==> config.mk <==
export PLATFORM = sky130hd
export DESIGN_NAME = tmb_timer_b
export DESIGN_NICKNAME = d
export VERILOG_FILES = /design/src/tmb_pkg.sv /design/src/tmb_timer_b.sv
export VERILOG_INCLUDE_DIRS = /design/src
export SDC_FILE = /design/constraint.sdc
export NUM_CORES = 1
export LEC_CHECK = 0
export BUFFER_PORTS_ARGS = -buffer_cell sky130_fd_sc_hd__buf_2
export CAP_MARGIN = 20
export CORE_MARGIN = 2
export CORE_UTILIZATION = 28
export CTS_BUF_LIST = sky130_fd_sc_hd__clkbuf_16
export CTS_CLUSTER_DIAMETER = 50
export CTS_CLUSTER_SIZE = 28
export DETAILED_ROUTE_END_ITERATION = 12
export PLACE_DENSITY_LB_ADDON = 0.08
export SLEW_MARGIN = 20
export SYNTH_ARGS = -nofsm -noshare
export SYNTH_HDL_FRONTEND = slang
export SYNTH_SLANG_ARGS = --single-unit
==> constraint.sdc <==
create_clock -name pclk -period 3 [get_ports pclk]
set_input_delay 0.6 -clock pclk [delete_from_list [all_inputs] [get_ports pclk]]
set_output_delay 0.6 -clock pclk [all_outputs]
set_load 0.01 [all_outputs]
==> src/tmb_map.svh <==
// Purpose: register indices, field positions, masks and reset values of the type B timer
// Assumes: byte address on the bus is four times the register index
// Notes: definitions only
`ifndef TMB_MAP_SVH
`define TMB_MAP_SVH

`define TMB_IDX_CONTROL_A 6'h00
`define TMB_IDX_CONTROL_B 6'h01
`define TMB_IDX_EVENT_CTRL 6'h04
`define TMB_IDX_INT_ENABLE 6'h05
`define TMB_IDX_INT_FLAG 6'h06
`define TMB_IDX_STATUS 6'h07
`define TMB_IDX_COUNT 6'h0A
`define TMB_IDX_COMPARE 6'h0C

`define TMB_A_ENABLE 0
`define TMB_A_CLOCK_SOURCE_SELECT_LSB 1
`define TMB_A_RESTART 4
`define TMB_A_STANDBY 6
`define TMB_B_MODE_LSB 0
`define TMB_B_OUT_EN 4
`define TMB_B_INIT 5
`define TMB_B_UNSYNC 6
`define TMB_EV_INPUT_EN 0
`define TMB_EV_EDGE 4
`define TMB_EV_FILTER 6
`define TMB_FLAG_BIT 0

`define TMB_MASK_A 8'h57
`define TMB_MASK_B 8'h77
`define TMB_MASK_EV 8'h51
`define TMB_RST_BYTE 8'h00
`define TMB_RST_WORD 16'h0000
`define TMB_FILTER_LEN 4

`endif

==> src/tmb_pkg.sv <==
// Purpose: types shared by the type B timer
// Assumes: nothing
// Notes: mode and clock encodings follow their select fields; the fp state encoding is internal
package tmb_pkg;
	typedef enum logic [2:0] {
		TMB_PERIODIC = 3'b000,
		TMB_TIMEOUT = 3'b001,
		TMB_CAPTURE = 3'b010,
		TMB_FREQ = 3'b011,
		TMB_PULSE = 3'b100,
		TMB_FREQ_PULSE = 3'b101,
		TMB_SINGLE = 3'b110,
		TMB_PWM8 = 3'b111
	} tmb_mode_t;
	typedef enum logic [1:0] {
		TMB_PERIPHERAL_CLOCK = 2'b00,
		TMB_CLK_HALF = 2'b01,
		TMB_CLK_COMP = 2'b10,
		TMB_CLK_RSVD = 2'b11
	} tmb_clk_t;
	typedef enum logic [1:0] {
		TMB_FP_IDLE = 2'b00,
		TMB_FP_RUN = 2'b01,
		TMB_FP_HOLD = 2'b10
	} tmb_fp_t;
endpackage

==> src/tmb_timer_b.sv <==
// Purpose: mode, clock, event and output control of a 16-bit type B timer on APB
// Assumes: companion tick and restart come from logic on pclk; event input is asynchronous
// Notes: zero-wait APB slave, registers one word each, pslverr on unmapped address
`include "tmb_map.svh"
`timescale 1ns/10ps
`default_nettype none

module tmb_timer_b (
	input wire logic pclk,
	input wire logic presetn,
	input wire logic [7:0] paddr,
	input wire logic psel,
	input wire logic penable,
	input wire logic pwrite,
	input wire logic [31:0] pwdata,
	output logic [31:0] prdata,
	output logic pready,
	output logic pslverr,
	input wire logic event_in,
	input wire logic companion_tick,
	input wire logic companion_restart,
	input wire logic standby_sleep,
	output logic compare_out,
	output logic event_strobe,
	output logic irq
);

////////////////////////////////////////////////////////////////////////////////

logic [7:0] ctrl_a_r, ctrl_a_nxt;
logic [7:0] ctrl_b_r, ctrl_b_nxt;
logic [7:0] ev_ctrl_r, ev_ctrl_nxt;
logic ie_r, ie_nxt;
logic flag_r, flag_nxt;
logic [15:0] cnt_r, cnt_nxt;
logic [15:0] ccmp_r, ccmp_nxt;
logic run_r, run_nxt;
logic div_r, div_nxt;
logic ss_r, ss_nxt;
tmb_pkg::tmb_fp_t fp_r, fp_nxt;
logic ev_s1_r, ev_s2_r;
logic [`TMB_FILTER_LEN-1:0] hist_r, hist_nxt;
logic filt_r, filt_nxt;
logic prev_r, prev_nxt;
logic out_r, out_nxt;
logic strobe_r, strobe_nxt;
logic irq_r, irq_nxt;
logic [31:0] prdata_r, prdata_nxt;
logic pready_r, pready_nxt;
logic pslverr_r, pslverr_nxt;

logic [5:0] idx;
logic setup, acc, wr, rd, hit;
logic [31:0] rdata;
logic en, filt_on, edge_sel, ev_en, unsync, oe, init_lvl, ksb, restart_en;
tmb_pkg::tmb_mode_t mode;
tmb_pkg::tmb_clk_t clk_sel;
logic sample, pos, neg, ev_a, ev_b;
logic tick, halt, step, top_hit, pwm_top, set, catch_event_flag, clr, sw_clear, catch_event_flag_mode;
logic [15:0] inc;

assign pready = pready_r;
assign prdata = prdata_r;
assign pslverr = pslverr_r;
assign compare_out = out_r;
assign event_strobe = strobe_r;
assign irq = irq_r;

////////////////////////////////////////////////////////////////////////////////
// field decode

assign idx = paddr[7:2];
assign setup = psel & ~penable;
assign acc = psel & penable & pready_r;
assign wr = acc & pwrite & hit;
assign rd = acc & ~pwrite & hit;
assign en = ctrl_a_r[`TMB_A_ENABLE];
assign restart_en = ctrl_a_r[`TMB_A_RESTART];
assign ksb = ctrl_a_r[`TMB_A_STANDBY];
assign clk_sel = tmb_pkg::tmb_clk_t'(ctrl_a_r[`TMB_A_CLOCK_SOURCE_SELECT_LSB+:2]);
assign mode = tmb_pkg::tmb_mode_t'(ctrl_b_r[`TMB_B_MODE_LSB+:3]);
assign oe = ctrl_b_r[`TMB_B_OUT_EN];
assign init_lvl = ctrl_b_r[`TMB_B_INIT];
assign unsync = ctrl_b_r[`TMB_B_UNSYNC];
assign ev_en = ev_ctrl_r[`TMB_EV_INPUT_EN];
assign edge_sel = ev_ctrl_r[`TMB_EV_EDGE];
assign filt_on = ev_ctrl_r[`TMB_EV_FILTER];
assign catch_event_flag_mode = (mode == tmb_pkg::TMB_CAPTURE) || (mode == tmb_pkg::TMB_FREQ) ||
	(mode == tmb_pkg::TMB_PULSE) || (mode == tmb_pkg::TMB_FREQ_PULSE);

////////////////////////////////////////////////////////////////////////////////
// apb slave: read data and error latched in setup, shown in the access cycle

always_comb begin
	rdata = 32'h0000_0000;
	hit = (paddr[1:0] == 2'b00);
	case (idx)
		`TMB_IDX_CONTROL_A: rdata = {24'h00_0000, ctrl_a_r};
		`TMB_IDX_CONTROL_B: rdata = {24'h00_0000, ctrl_b_r};
		`TMB_IDX_EVENT_CTRL: rdata = {24'h00_0000, ev_ctrl_r};
		`TMB_IDX_INT_ENABLE: rdata = {31'h0000_0000, ie_r};
		`TMB_IDX_INT_FLAG: rdata = {31'h0000_0000, flag_r};
		`TMB_IDX_STATUS: rdata = {31'h0000_0000, run_r};
		`TMB_IDX_COUNT: rdata = {16'h0000, cnt_r};
		`TMB_IDX_COMPARE: rdata = {16'h0000, ccmp_r};
		default: hit = 1'b0;
	endcase
	pready_nxt = setup;
	prdata_nxt = (setup && !pwrite) ? rdata : 32'h0000_0000;
	pslverr_nxt = setup & ~hit;
end

always_ff @(posedge pclk or negedge presetn) begin
	if (!presetn) begin
		pready_r <= 1'b0;
		prdata_r <= 32'h0000_0000;
		pslverr_r <= 1'b0;
	end else begin
		pready_r <= pready_nxt;
		prdata_r <= prdata_nxt;
		pslverr_r <= pslverr_nxt;
	end
end

////////////////////////////////////////////////////////////////////////////////
// control registers; reserved bits are masked so they read zero

always_comb begin
	ctrl_a_nxt = ctrl_a_r;
	ctrl_b_nxt = ctrl_b_r;
	ev_ctrl_nxt = ev_ctrl_r;
	ie_nxt = ie_r;
	if (wr && idx == `TMB_IDX_CONTROL_A) begin
		ctrl_a_nxt = pwdata[7:0] & `TMB_MASK_A;
	end
	if (wr && idx == `TMB_IDX_CONTROL_B) begin
		ctrl_b_nxt = pwdata[7:0] & `TMB_MASK_B;
	end
	if (wr && idx == `TMB_IDX_EVENT_CTRL) begin
		ev_ctrl_nxt = pwdata[7:0] & `TMB_MASK_EV;
	end
	if (wr && idx == `TMB_IDX_INT_ENABLE) begin
		ie_nxt = pwdata[`TMB_FLAG_BIT];
	end
end

always_ff @(posedge pclk or negedge presetn) begin
	if (!presetn) begin
		ctrl_a_r <= `TMB_RST_BYTE;
		ctrl_b_r <= `TMB_RST_BYTE;
		ev_ctrl_r <= `TMB_RST_BYTE;
		ie_r <= 1'b0;
	end else begin
		ctrl_a_r <= ctrl_a_nxt;
		ctrl_b_r <= ctrl_b_nxt;
		ev_ctrl_r <= ev_ctrl_nxt;
		ie_r <= ie_nxt;
	end
end

////////////////////////////////////////////////////////////////////////////////
// event input: synchroniser, noise canceller, edge detector

always_comb begin
	hist_nxt = {hist_r[`TMB_FILTER_LEN-2:0], ev_s2_r};
	filt_nxt = filt_r;
	if (&hist_r) begin
		filt_nxt = 1'b1;
	end else if (~|hist_r) begin
		filt_nxt = 1'b0;
	end
	sample = filt_on ? filt_r : ev_s2_r;
	prev_nxt = sample;
	// edges seen while disabled are dropped, not queued
	pos = en & ev_en & sample & ~prev_r;
	neg = en & ev_en & ~sample & prev_r;
	ev_a = edge_sel ? neg : pos;
	ev_b = edge_sel ? pos : neg;
end

always_ff @(posedge pclk or negedge presetn) begin
	if (!presetn) begin
		ev_s1_r <= 1'b0;
		ev_s2_r <= 1'b0;
		hist_r <= '0;
		filt_r <= 1'b0;
		prev_r <= 1'b0;
	end else begin
		ev_s1_r <= event_in;
		ev_s2_r <= ev_s1_r;
		hist_r <= hist_nxt;
		filt_r <= filt_nxt;
		prev_r <= prev_nxt;
	end
end

////////////////////////////////////////////////////////////////////////////////
// count enable: pclk, halved pclk or companion tick

always_comb begin
	div_nxt = ~div_r;
	case (clk_sel)
		tmb_pkg::TMB_PERIPHERAL_CLOCK: tick = 1'b1;
		tmb_pkg::TMB_CLK_HALF: tick = div_r;
		tmb_pkg::TMB_CLK_COMP: tick = companion_tick;
		default: tick = 1'b0;
	endcase
	// companion clock already stops with its owner in standby
	halt = standby_sleep & ~ksb & (clk_sel != tmb_pkg::TMB_CLK_COMP);
	step = tick & ~halt & en & run_r;
	top_hit = (cnt_r == ccmp_r);
	// pwm period ends on the low compare byte only
	pwm_top = (cnt_r[7:0] == ccmp_r[7:0]);
	inc = 16'(cnt_r + 16'h0001);
end

////////////////////////////////////////////////////////////////////////////////
// timer core

always_comb begin
	cnt_nxt = cnt_r;
	ccmp_nxt = ccmp_r;
	run_nxt = run_r;
	fp_nxt = fp_r;
	ss_nxt = ss_r;
	set = 1'b0;
	catch_event_flag = 1'b0;
	clr = 1'b0;
	out_nxt = init_lvl;
	if (!en) begin
		run_nxt = 1'b0;
		fp_nxt = tmb_pkg::TMB_FP_IDLE;
		ss_nxt = 1'b0;
	end else begin
		case (mode)
			tmb_pkg::TMB_PERIODIC: begin
				run_nxt = 1'b1;
				if (step) begin
					cnt_nxt = top_hit ? 16'h0000 : inc;
					set = top_hit;
				end
			end
			tmb_pkg::TMB_TIMEOUT: begin
				if (ev_a) begin
					run_nxt = 1'b1;
				end else if (ev_b) begin
					run_nxt = 1'b0;
				end
				if (step) begin
					cnt_nxt = top_hit ? 16'h0000 : inc;
					set = top_hit;
				end
			end
			tmb_pkg::TMB_CAPTURE: begin
				run_nxt = 1'b1;
				if (step) begin
					cnt_nxt = inc;
				end
				catch_event_flag = ev_a;
				set = ev_a;
			end
			tmb_pkg::TMB_FREQ: begin
				run_nxt = 1'b1;
				if (step) begin
					cnt_nxt = inc;
				end
				catch_event_flag = ev_a;
				clr = ev_a;
				set = ev_a;
			end
			tmb_pkg::TMB_PULSE: begin
				run_nxt = 1'b1;
				if (step) begin
					cnt_nxt = inc;
				end
				clr = ev_a;
				catch_event_flag = ev_b;
				set = ev_b;
			end
			tmb_pkg::TMB_FREQ_PULSE: begin
				if (step) begin
					cnt_nxt = inc;
				end
				case (fp_r)
					tmb_pkg::TMB_FP_IDLE: begin
						if (ev_a) begin
							clr = 1'b1;
							run_nxt = 1'b1;
							fp_nxt = tmb_pkg::TMB_FP_RUN;
						end
					end
					tmb_pkg::TMB_FP_RUN: begin
						if (ev_b) begin
							catch_event_flag = 1'b1;
							fp_nxt = tmb_pkg::TMB_FP_HOLD;
						end
					end
					tmb_pkg::TMB_FP_HOLD: begin
						if (ev_a) begin
							run_nxt = 1'b0;
							set = 1'b1;
							fp_nxt = tmb_pkg::TMB_FP_IDLE;
						end
					end
					default: fp_nxt = tmb_pkg::TMB_FP_IDLE;
				endcase
			end
			tmb_pkg::TMB_SINGLE: begin
				if (!run_r && (pos || (edge_sel && neg))) begin
					run_nxt = 1'b1;
					ss_nxt = unsync;
				end
				if (step) begin
					ss_nxt = 1'b1;
					cnt_nxt = top_hit ? 16'h0000 : inc;
					if (top_hit) begin
						set = 1'b1;
						run_nxt = 1'b0;
						ss_nxt = 1'b0;
					end
				end
			end
			tmb_pkg::TMB_PWM8: begin
				run_nxt = 1'b1;
				if (step) begin
					cnt_nxt = pwm_top ? 16'h0000 : inc;
					set = pwm_top;
				end
			end
			default: run_nxt = 1'b0;
		endcase
	end
	if (clr) begin
		cnt_nxt = 16'h0000;
	end
	if (restart_en && companion_restart) begin
		cnt_nxt = 16'h0000;
	end
	// software write to the count wins over internal updates
	if (wr && idx == `TMB_IDX_COUNT) begin
		cnt_nxt = pwdata[15:0];
	end
	// a capture wins over a software write to the same register
	if (catch_event_flag) begin
		ccmp_nxt = cnt_r;
	end else if (wr && idx == `TMB_IDX_COMPARE) begin
		ccmp_nxt = pwdata[15:0];
	end
	if (mode == tmb_pkg::TMB_SINGLE) begin
		out_nxt = ss_nxt;
	end else if (mode == tmb_pkg::TMB_PWM8) begin
		out_nxt = en && (cnt_nxt[7:0] < ccmp_r[15:8]);
	end
	if (!oe) begin
		out_nxt = 1'b0;
	end
	sw_clear = (wr && idx == `TMB_IDX_INT_FLAG && pwdata[`TMB_FLAG_BIT]) ||
		(rd && idx == `TMB_IDX_COMPARE && catch_event_flag_mode);
	flag_nxt = set | (flag_r & ~sw_clear);
	strobe_nxt = set;
	irq_nxt = ie_nxt & flag_nxt;
end

always_ff @(posedge pclk or negedge presetn) begin
	if (!presetn) begin
		cnt_r <= `TMB_RST_WORD;
		ccmp_r <= `TMB_RST_WORD;
		run_r <= 1'b0;
		div_r <= 1'b0;
		ss_r <= 1'b0;
		fp_r <= tmb_pkg::TMB_FP_IDLE;
		flag_r <= 1'b0;
		out_r <= 1'b0;
		strobe_r <= 1'b0;
		irq_r <= 1'b0;
	end else begin
		cnt_r <= cnt_nxt;
		ccmp_r <= ccmp_nxt;
		run_r <= run_nxt;
		div_r <= div_nxt;
		ss_r <= ss_nxt;
		fp_r <= fp_nxt;
		flag_r <= flag_nxt;
		out_r <= out_nxt;
		strobe_r <= strobe_nxt;
		irq_r <= irq_nxt;
	end
end
endmodule
`default_nettype wire

[Word level (Yosys, flattened, before mapping)]
Index checks and enable logic that the tools add are counted.
Storage, ports and cells
  output and inout port bits: 37
  bits in registers: 98
  input port bits: 49
  logic and storage cells: 190
Cells by class
  mux-type cells: 61
  equal/unequal tests: 33
  bitwise logic cells: 30
  add/sub/neg operators: 1
  order comparisons: 1
  reductions and logical operators: 41
Operator list (number)
  16-bit 2-to-1 mux: 11
  16-bit one-hot mux with 8 select lines: 1
  16-bit one-hot mux with 3 select lines: 1
  1-bit 2-to-1 mux: 35
  32-bit 2-to-1 mux: 1
  6-bit by 3-bit equality test with 1-bit output (second input constant): 4
  1-bit bitwise AND: 20
  16-bit by 1-bit adder with 16-bit output (second input constant): 1
  16-bit equality test: 1
  4-bit AND reduction: 4
  1-bit logical AND: 15
  3-bit equality test (second input constant): 4
  6-bit by 4-bit equality test with 1-bit output (second input constant): 2
  4-bit inequality test (second input constant): 3
  2-bit 2-to-1 mux: 5
  5-bit by 1-bit inequality test with 1-bit output (second input constant): 2
  3-bit inequality test (second input constant): 3
  1-bit NOT: 9
  8-bit equality test: 1
  8-bit < comparator: 1
  4-bit OR reduction: 2
  8-bit OR reduction: 1
  3-bit by 2-bit equality test with 1-bit output (second input constant): 2
  6-bit by 1-bit equality test with 1-bit output (second input constant): 1
  23 further kinds: 37

[Depth between registers and ports, before layout]
  depth in word-level cells: 18
  depth in mapped cells: 16
  gate-level depth less buffers: 15

[Least setup slack after synthesis]
OpenSTA, ideal clock, no wires.
  kind: input to register
  from: in paddr[4]
  to: reg out_r (netlist: compare_out)
  buffers on the path: 1
  data arrival time: 3.072 ns
  data required time: 2.852 ns
  cell stages on the path: 13
  setup time: 0.148 ns
  setup slack: -0.220 ns
  cells stage by stage: buf_4 -> and4bb_1 -> nor4b_4 -> a21oi_1 -> and2_4 -> a32o_1 -> a41o_1 -> ha_1 -> o21ai_0 -> nand2b_1 -> a21oi_1 -> a2111oi_0 -> a221oi_2
On the way
  word-level cells in the longest chain between the ends: 11
  elaborated cells on any way between the ends: 18
Ends and longest elaborated chain
  start, declared: line tmb_timer_b.sv:11  | input wire logic [7:0] paddr,
  6-bit by 1-bit equality test with 1-bit output (tied with other cells): line tmb_timer_b.sv:97  | case (idx)
  8-bit OR reduction (no source line)
  1-bit 2-to-1 mux: line tmb_timer_b.sv:97
  1-bit bitwise AND: line tmb_timer_b.sv:75  | assign wr = acc & pwrite & hit;
  1-bit logical AND (no source line) *
  16-bit 2-to-1 mux *: line tmb_timer_b.sv:340  | if (wr && idx == `TMB_IDX_COUNT) begin
  named net cnt_nxt[1]: line tmb_timer_b.sv:35  | logic [15:0] cnt_r, cnt_nxt;
  8-bit < comparator *: line tmb_timer_b.sv:352  | out_nxt = en && (cnt_nxt[7:0] < ccmp_r[15:8]);
  1-bit logical AND *: line tmb_timer_b.sv:352
  1-bit 2-to-1 mux *: line tmb_timer_b.sv:351  | end else if (mode == tmb_pkg::TMB_PWM8) begin
  1-bit 2-to-1 mux *: line tmb_timer_b.sv:349  | if (mode == tmb_pkg::TMB_SINGLE) begin
  1-bit 2-to-1 mux *: line tmb_timer_b.sv:354  | if (!oe) begin
  named net out_nxt: line tmb_timer_b.sv:45  | logic out_r, out_nxt;
  end signal, assigned: line tmb_timer_b.sv:384  | out_r <= out_nxt;
  end, declared: line tmb_timer_b.sv:45
The timed path passes the listed nets; every way through them passes the cells marked *.
A chain may end at the register's enable or synchronous reset.

[Worst setup path in the final report]
  from: reg ev_ctrl_r[6]
  to: reg out_r (netlist: compare_out)
On the way
  word-level cells in the longest chain between the ends: 17
  elaborated cells on any way between the ends: 26
Ends and longest elaborated chain
  start, declared: line tmb_timer_b.sv:32  | logic [7:0] ev_ctrl_r, ev_ctrl_nxt;
  start signal, assigned: line tmb_timer_b.sv:151  | ev_ctrl_r <= `TMB_RST_BYTE;
  start signal, assigned: line tmb_timer_b.sv:156  | ev_ctrl_r <= ev_ctrl_nxt;
  1-bit 2-to-1 mux *: line tmb_timer_b.sv:172  | sample = filt_on ? filt_r : ev_s2_r;
  1-bit NOT: line tmb_timer_b.sv:176  | neg = en & ev_en & ~sample & prev_r;
  1-bit bitwise AND (2 in series): line tmb_timer_b.sv:176
  1-bit 2-to-1 mux *: line tmb_timer_b.sv:177  | ev_a = edge_sel ? neg : pos;
  1-bit 2-to-1 mux: line tmb_timer_b.sv:286  | if (ev_a) begin
  1-bit 2-to-1 mux: line tmb_timer_b.sv:284  | case (fp_r)
  1-bit one-hot mux with 2 select lines *: line tmb_timer_b.sv:235  | case (mode)
  1-bit 2-to-1 mux *: line tmb_timer_b.sv:230  | if (!en) begin
  [... 2 more ...]
  16-bit 2-to-1 mux *: line tmb_timer_b.sv:340
  named net cnt_nxt[5]: line tmb_timer_b.sv:35
  8-bit < comparator *: line tmb_timer_b.sv:352
  1-bit logical AND *: line tmb_timer_b.sv:352
  1-bit 2-to-1 mux *: line tmb_timer_b.sv:351
  1-bit 2-to-1 mux *: line tmb_timer_b.sv:349
  1-bit 2-to-1 mux *: line tmb_timer_b.sv:354
  named net out_nxt: line tmb_timer_b.sv:45
Marks and branches as above.

==> impl_metrics.py <==
metrics = {
    "status": {
        "outcome": "complete, no violations",
    },
    "worst_setup_path": {
        "crit_type": "reg -> reg",
        "r2r-start": "ev_ctrl_r[6]$_DFFE_PN0P_",
        "slowest_stage": "dfrtp_1",
        "path_cells": "mux2i_4 > or3_1 > a21oi_2 > nand3_2 > and2_4 > nand2_4 > o21ai_1 > ha_1 > a21oi_2 > nor2b_4 > o21ai_2 > nand3b_1 > nand3_1 > o211ai_1 > a221oi_2",
        "path_common_cell": "a21oi_2",
        "critPathMaxFanout": 4,
        "r2r_slack_ns": 0.02,
        "start_kind": "register",
        "crit_arrival_ns": 3.24,
        "r2r_cells": 15,
        "max_stage_delay_ns": 0.42,
        "r2r_end": "compare_out$_DFF_PN0_",
        "crit_required_ns": 3.26,
        "critPathCaptureType": "register",
    },
    "place": {
        "placed_cell_area_um2": 5772,
        "dp.cells": 832,
        "port_buffers": 53,
        "hpwl_um": 11220,
        "gp_congestion": 0.8042,
    },
    "floorplanning": {
        "initial_core_util_pct": 28.69,
        "rows": 47,
        "dieArea_um2": 18050,
        "die_h_um": 134.3,
        "core_area_um2": 16580,
        "dieWidth_um": 134.3,
        "ios": 86,
    },
    "power": {
        "p_int_mw": 1.707,
        "p_clk_share_pct": 44.1,
        "cellPowerDensity_nw_per_um2": 361.9,
        "switchingPower_mw": 0.5374,
        "swShare_pct": 23.94,
        "power_frac_seq_pct": 50.0,
        "peakVddDrop_uv": 256.6,
        "p_leak_nw": 2.761,
        "combPwrFrac_pct": 5.9,
    },
    "drt": {
        "routedWlPerCell_um": 17.60,
        "drc": 0,
        "drt_pass1_iterations": 6,
        "num_vias": 4224,
        "vias_per_cell": 4.912,
        "ant_nets": 0,
        "drt_iter0_markers": 227,
        "totalWireLength_um": 15140,
    },
    "grt": {
        "track_usage_pct": 17.76,
        "grt_pass1_wl_um": 24280,
        "grt_overflow_total": 0,
        "antenna_found_initial": 0,
        "grt_max_degree": 47,
        "grt_pass1_vias": 4300,
    },
    "synthesis": {
        "yosys-top-cells-area": "dfrtp_1 (43%), mux2i_1 (4.8%), nand2_1 (4.8%)",
        "yosysWarnings": 0,
        "synth_seq_cells": 82,
        "ys_types": 68,
        "synth_edf_count": 0,
        "async_reset_ff_share_pct": 100.0,
        "synthCells": 503,
        "synth_top_area_cell": "dfrtp_1",
        "synth.most_common_cell": "dfrtp_1",
        "synth_top_area_share_pct": 43.14,
        "synth_ff_type": "dfrtp_1",
        "syn_area_um2": 4757,
        "synthTopCellsByCount": "dfrtp_1 (82), nand2_1 (61), nor2_1 (34), o21ai_0 (34), mux2i_1 (23)",
        "ys_seq_area_share_pct": 43.14,
        "synth_area_per_cell_um2": 9.457,
    },
    "sta": {
        "rsz0062_at_grt": "yes",
        "fin_skew_ns": 0.009155,
        "hold_viol_final": 0,
        "setup_viol": 0,
        "hold_slack_ns": 0.2286,
        "finalCritPeriodShare_pct": 99.34,
        "max_freq_ghz": 0.3356,
        "tightest_slew_ns": 0.5946,
        "finalSetupTns_ns": 0,
        "maxSlewHeadroom_pct": 60.26,
        "drv_slew": 0,
        "period_needed_ns": 2.980,
    },
    "clocking": {
        "htreeDepth": 3,
        "clock-sinks": 82,
        "clk_latency_ns": 0.35,
        "tritoncts": "built",
        "root_buffer": "clkbuf_16",
        "clockBufferDepth": 2,
        "path_clk_slew_ns": 0.06,
        "numCtsBuffers": 9,
    },
    "layout": {
        "drive_gt1_share_pct": 32.50,
        "fin_area_um2": 6202,
        "postLayoutCoreUtil_pct": 37.40,
        "nets": 692,
        "diodes": 0,
        "stdcell_count": 860,
        "syn_to_final_growth_pct": 30.38,
    },
    "min_path": {
        "hold_class": "in -> async",
    },
    "job": {
        "cap_violations": 0,
    },
}
## through the flow
stage / setup WS (ns) / power [mW]
after global placement: -0.3627 / 1.273
after global routing: -0.1133 / 2.353
after floorplan: -0.02149 / 1.204
after detailed placement: -0.3684 / 1.274
after CTS: 0.005753 / 2.284
final: 0.01988 / 2.245
## placed cells by master, fill, tap and decap left out, types with 8 or more instances in the layout
cell type and n:
a22oi_1 15, mux2_2 13, buf_2 52, mux2i_1 22, nand4_1 8, nand3_1 13
o21ai_1 14, xor2_1 13, nand2b_1 8, xnor2_1 10, buf_4 95, conb_1 16
clkbuf_16 9, ha_1 8, nand2_1 59, nor2_1 32, dfrtp_1 82, o21ai_0 30
a21oi_1 16, inv_1 17
## layer usage
metal | up-vias | wire length, um | GRT usage [%]
li1 | 2043 | - | -
met4 | 0 | 235 | 5.556
met2 | 91 | 6668 | 26.19
met3 | 14 | 570 | 3.666
met5 | - | 0 | 0
met1 | 2076 | 7663 | 25.97
## power by group through the flow
| stage | logic, mW | registers (mW) | clock network (mW) |
|---|---|---|---|
| floorplan | 0.0622 | 1.14 | 0 |
| global placement | 0.132 | 1.14 | 0 |
| detailed placement | 0.133 | 1.14 | 0 |
| CTS | 0.135 | 1.12 | 1.03 |
| global route | 0.148 | 1.12 | 1.08 |
| finish | 0.132 | 1.12 | 0.991 |
## logic make-up after synthesis
group | after synthesis | share of synthesized area (%)
other cells | 1 | 0.07883
buf+inv | 59 | 6.523
simple gates | 174 | 19.25
compound gates | 119 | 16.52
fa+ha+maj | 8 | 2.104
mux | 37 | 8.154
xor+xnor | 23 | 4.235
flops | 82 | 43.14
## worst max-delay path: cells and delay by family, from the launching register on
family,cells,cell delay [ns]
AND/OR/NAND/NOR,7,0.93
flip-flops,1,0.42
AO/OA/AOI/OAI,6,1.02
adder cells (fa/ha/maj),1,0.31
multiplexers,1,0.23
## timing repair
item | 4_1_cts | 5_1_grt
gates cloned | 0 | 0
hold buffers | 0 | 0
setup buffers | 5 | 7
pin swaps | 4 | 12
gates resized for setup | 10 | 13
endpoints found under the hold margin | 0 | 0
endpoints found under the setup margin | 1 | 1
## worst max-delay path by stage
stage	from	end	depth (start not counted)
floorplan	paddr[2]	compare_out$_DFF_PN0_	13
global placement	standby_sleep	compare_out$_DFF_PN0_	16
detailed placement	standby_sleep	compare_out$_DFF_PN0_	16
CTS	ctrl_a_r[1]$_DFFE_PN0P_	compare_out$_DFF_PN0_	15
global route	ctrl_a_r[1]$_DFFE_PN0P_	compare_out$_DFF_PN0_	16
finish	ev_ctrl_r[6]$_DFFE_PN0P_	compare_out$_DFF_PN0_	15
## cell type report
cell class,count,area (um^2)
timing repair buffer,150,1016
sequential,82,2052
tap,220,275.3
multi-input combinational,377,2549
clock inverter,7,28.78
fill,1739,10380
inverter,15,56.30
clock buffer,9,225.2
## flip-flops by register name, summed over array words and instances (netlist names)
register      flops
run_r             1
pready            1
ctrl_a_r          5
prdata           16
fp_r              2
ev_s1_r           1
div_r             1
hist_r            4
ccmp_r           16
filt_r            1
pslverr           1
cnt_r            16
compare_out       1
irq               1
ss_r              1
ev_ctrl_r         3
prev_r            1
flag_r            1
ev_s2_r           1
event_strobe      1
ie_r              1
ctrl_b_r          6
Note: power is estimated with default switching activity, not from simulation.
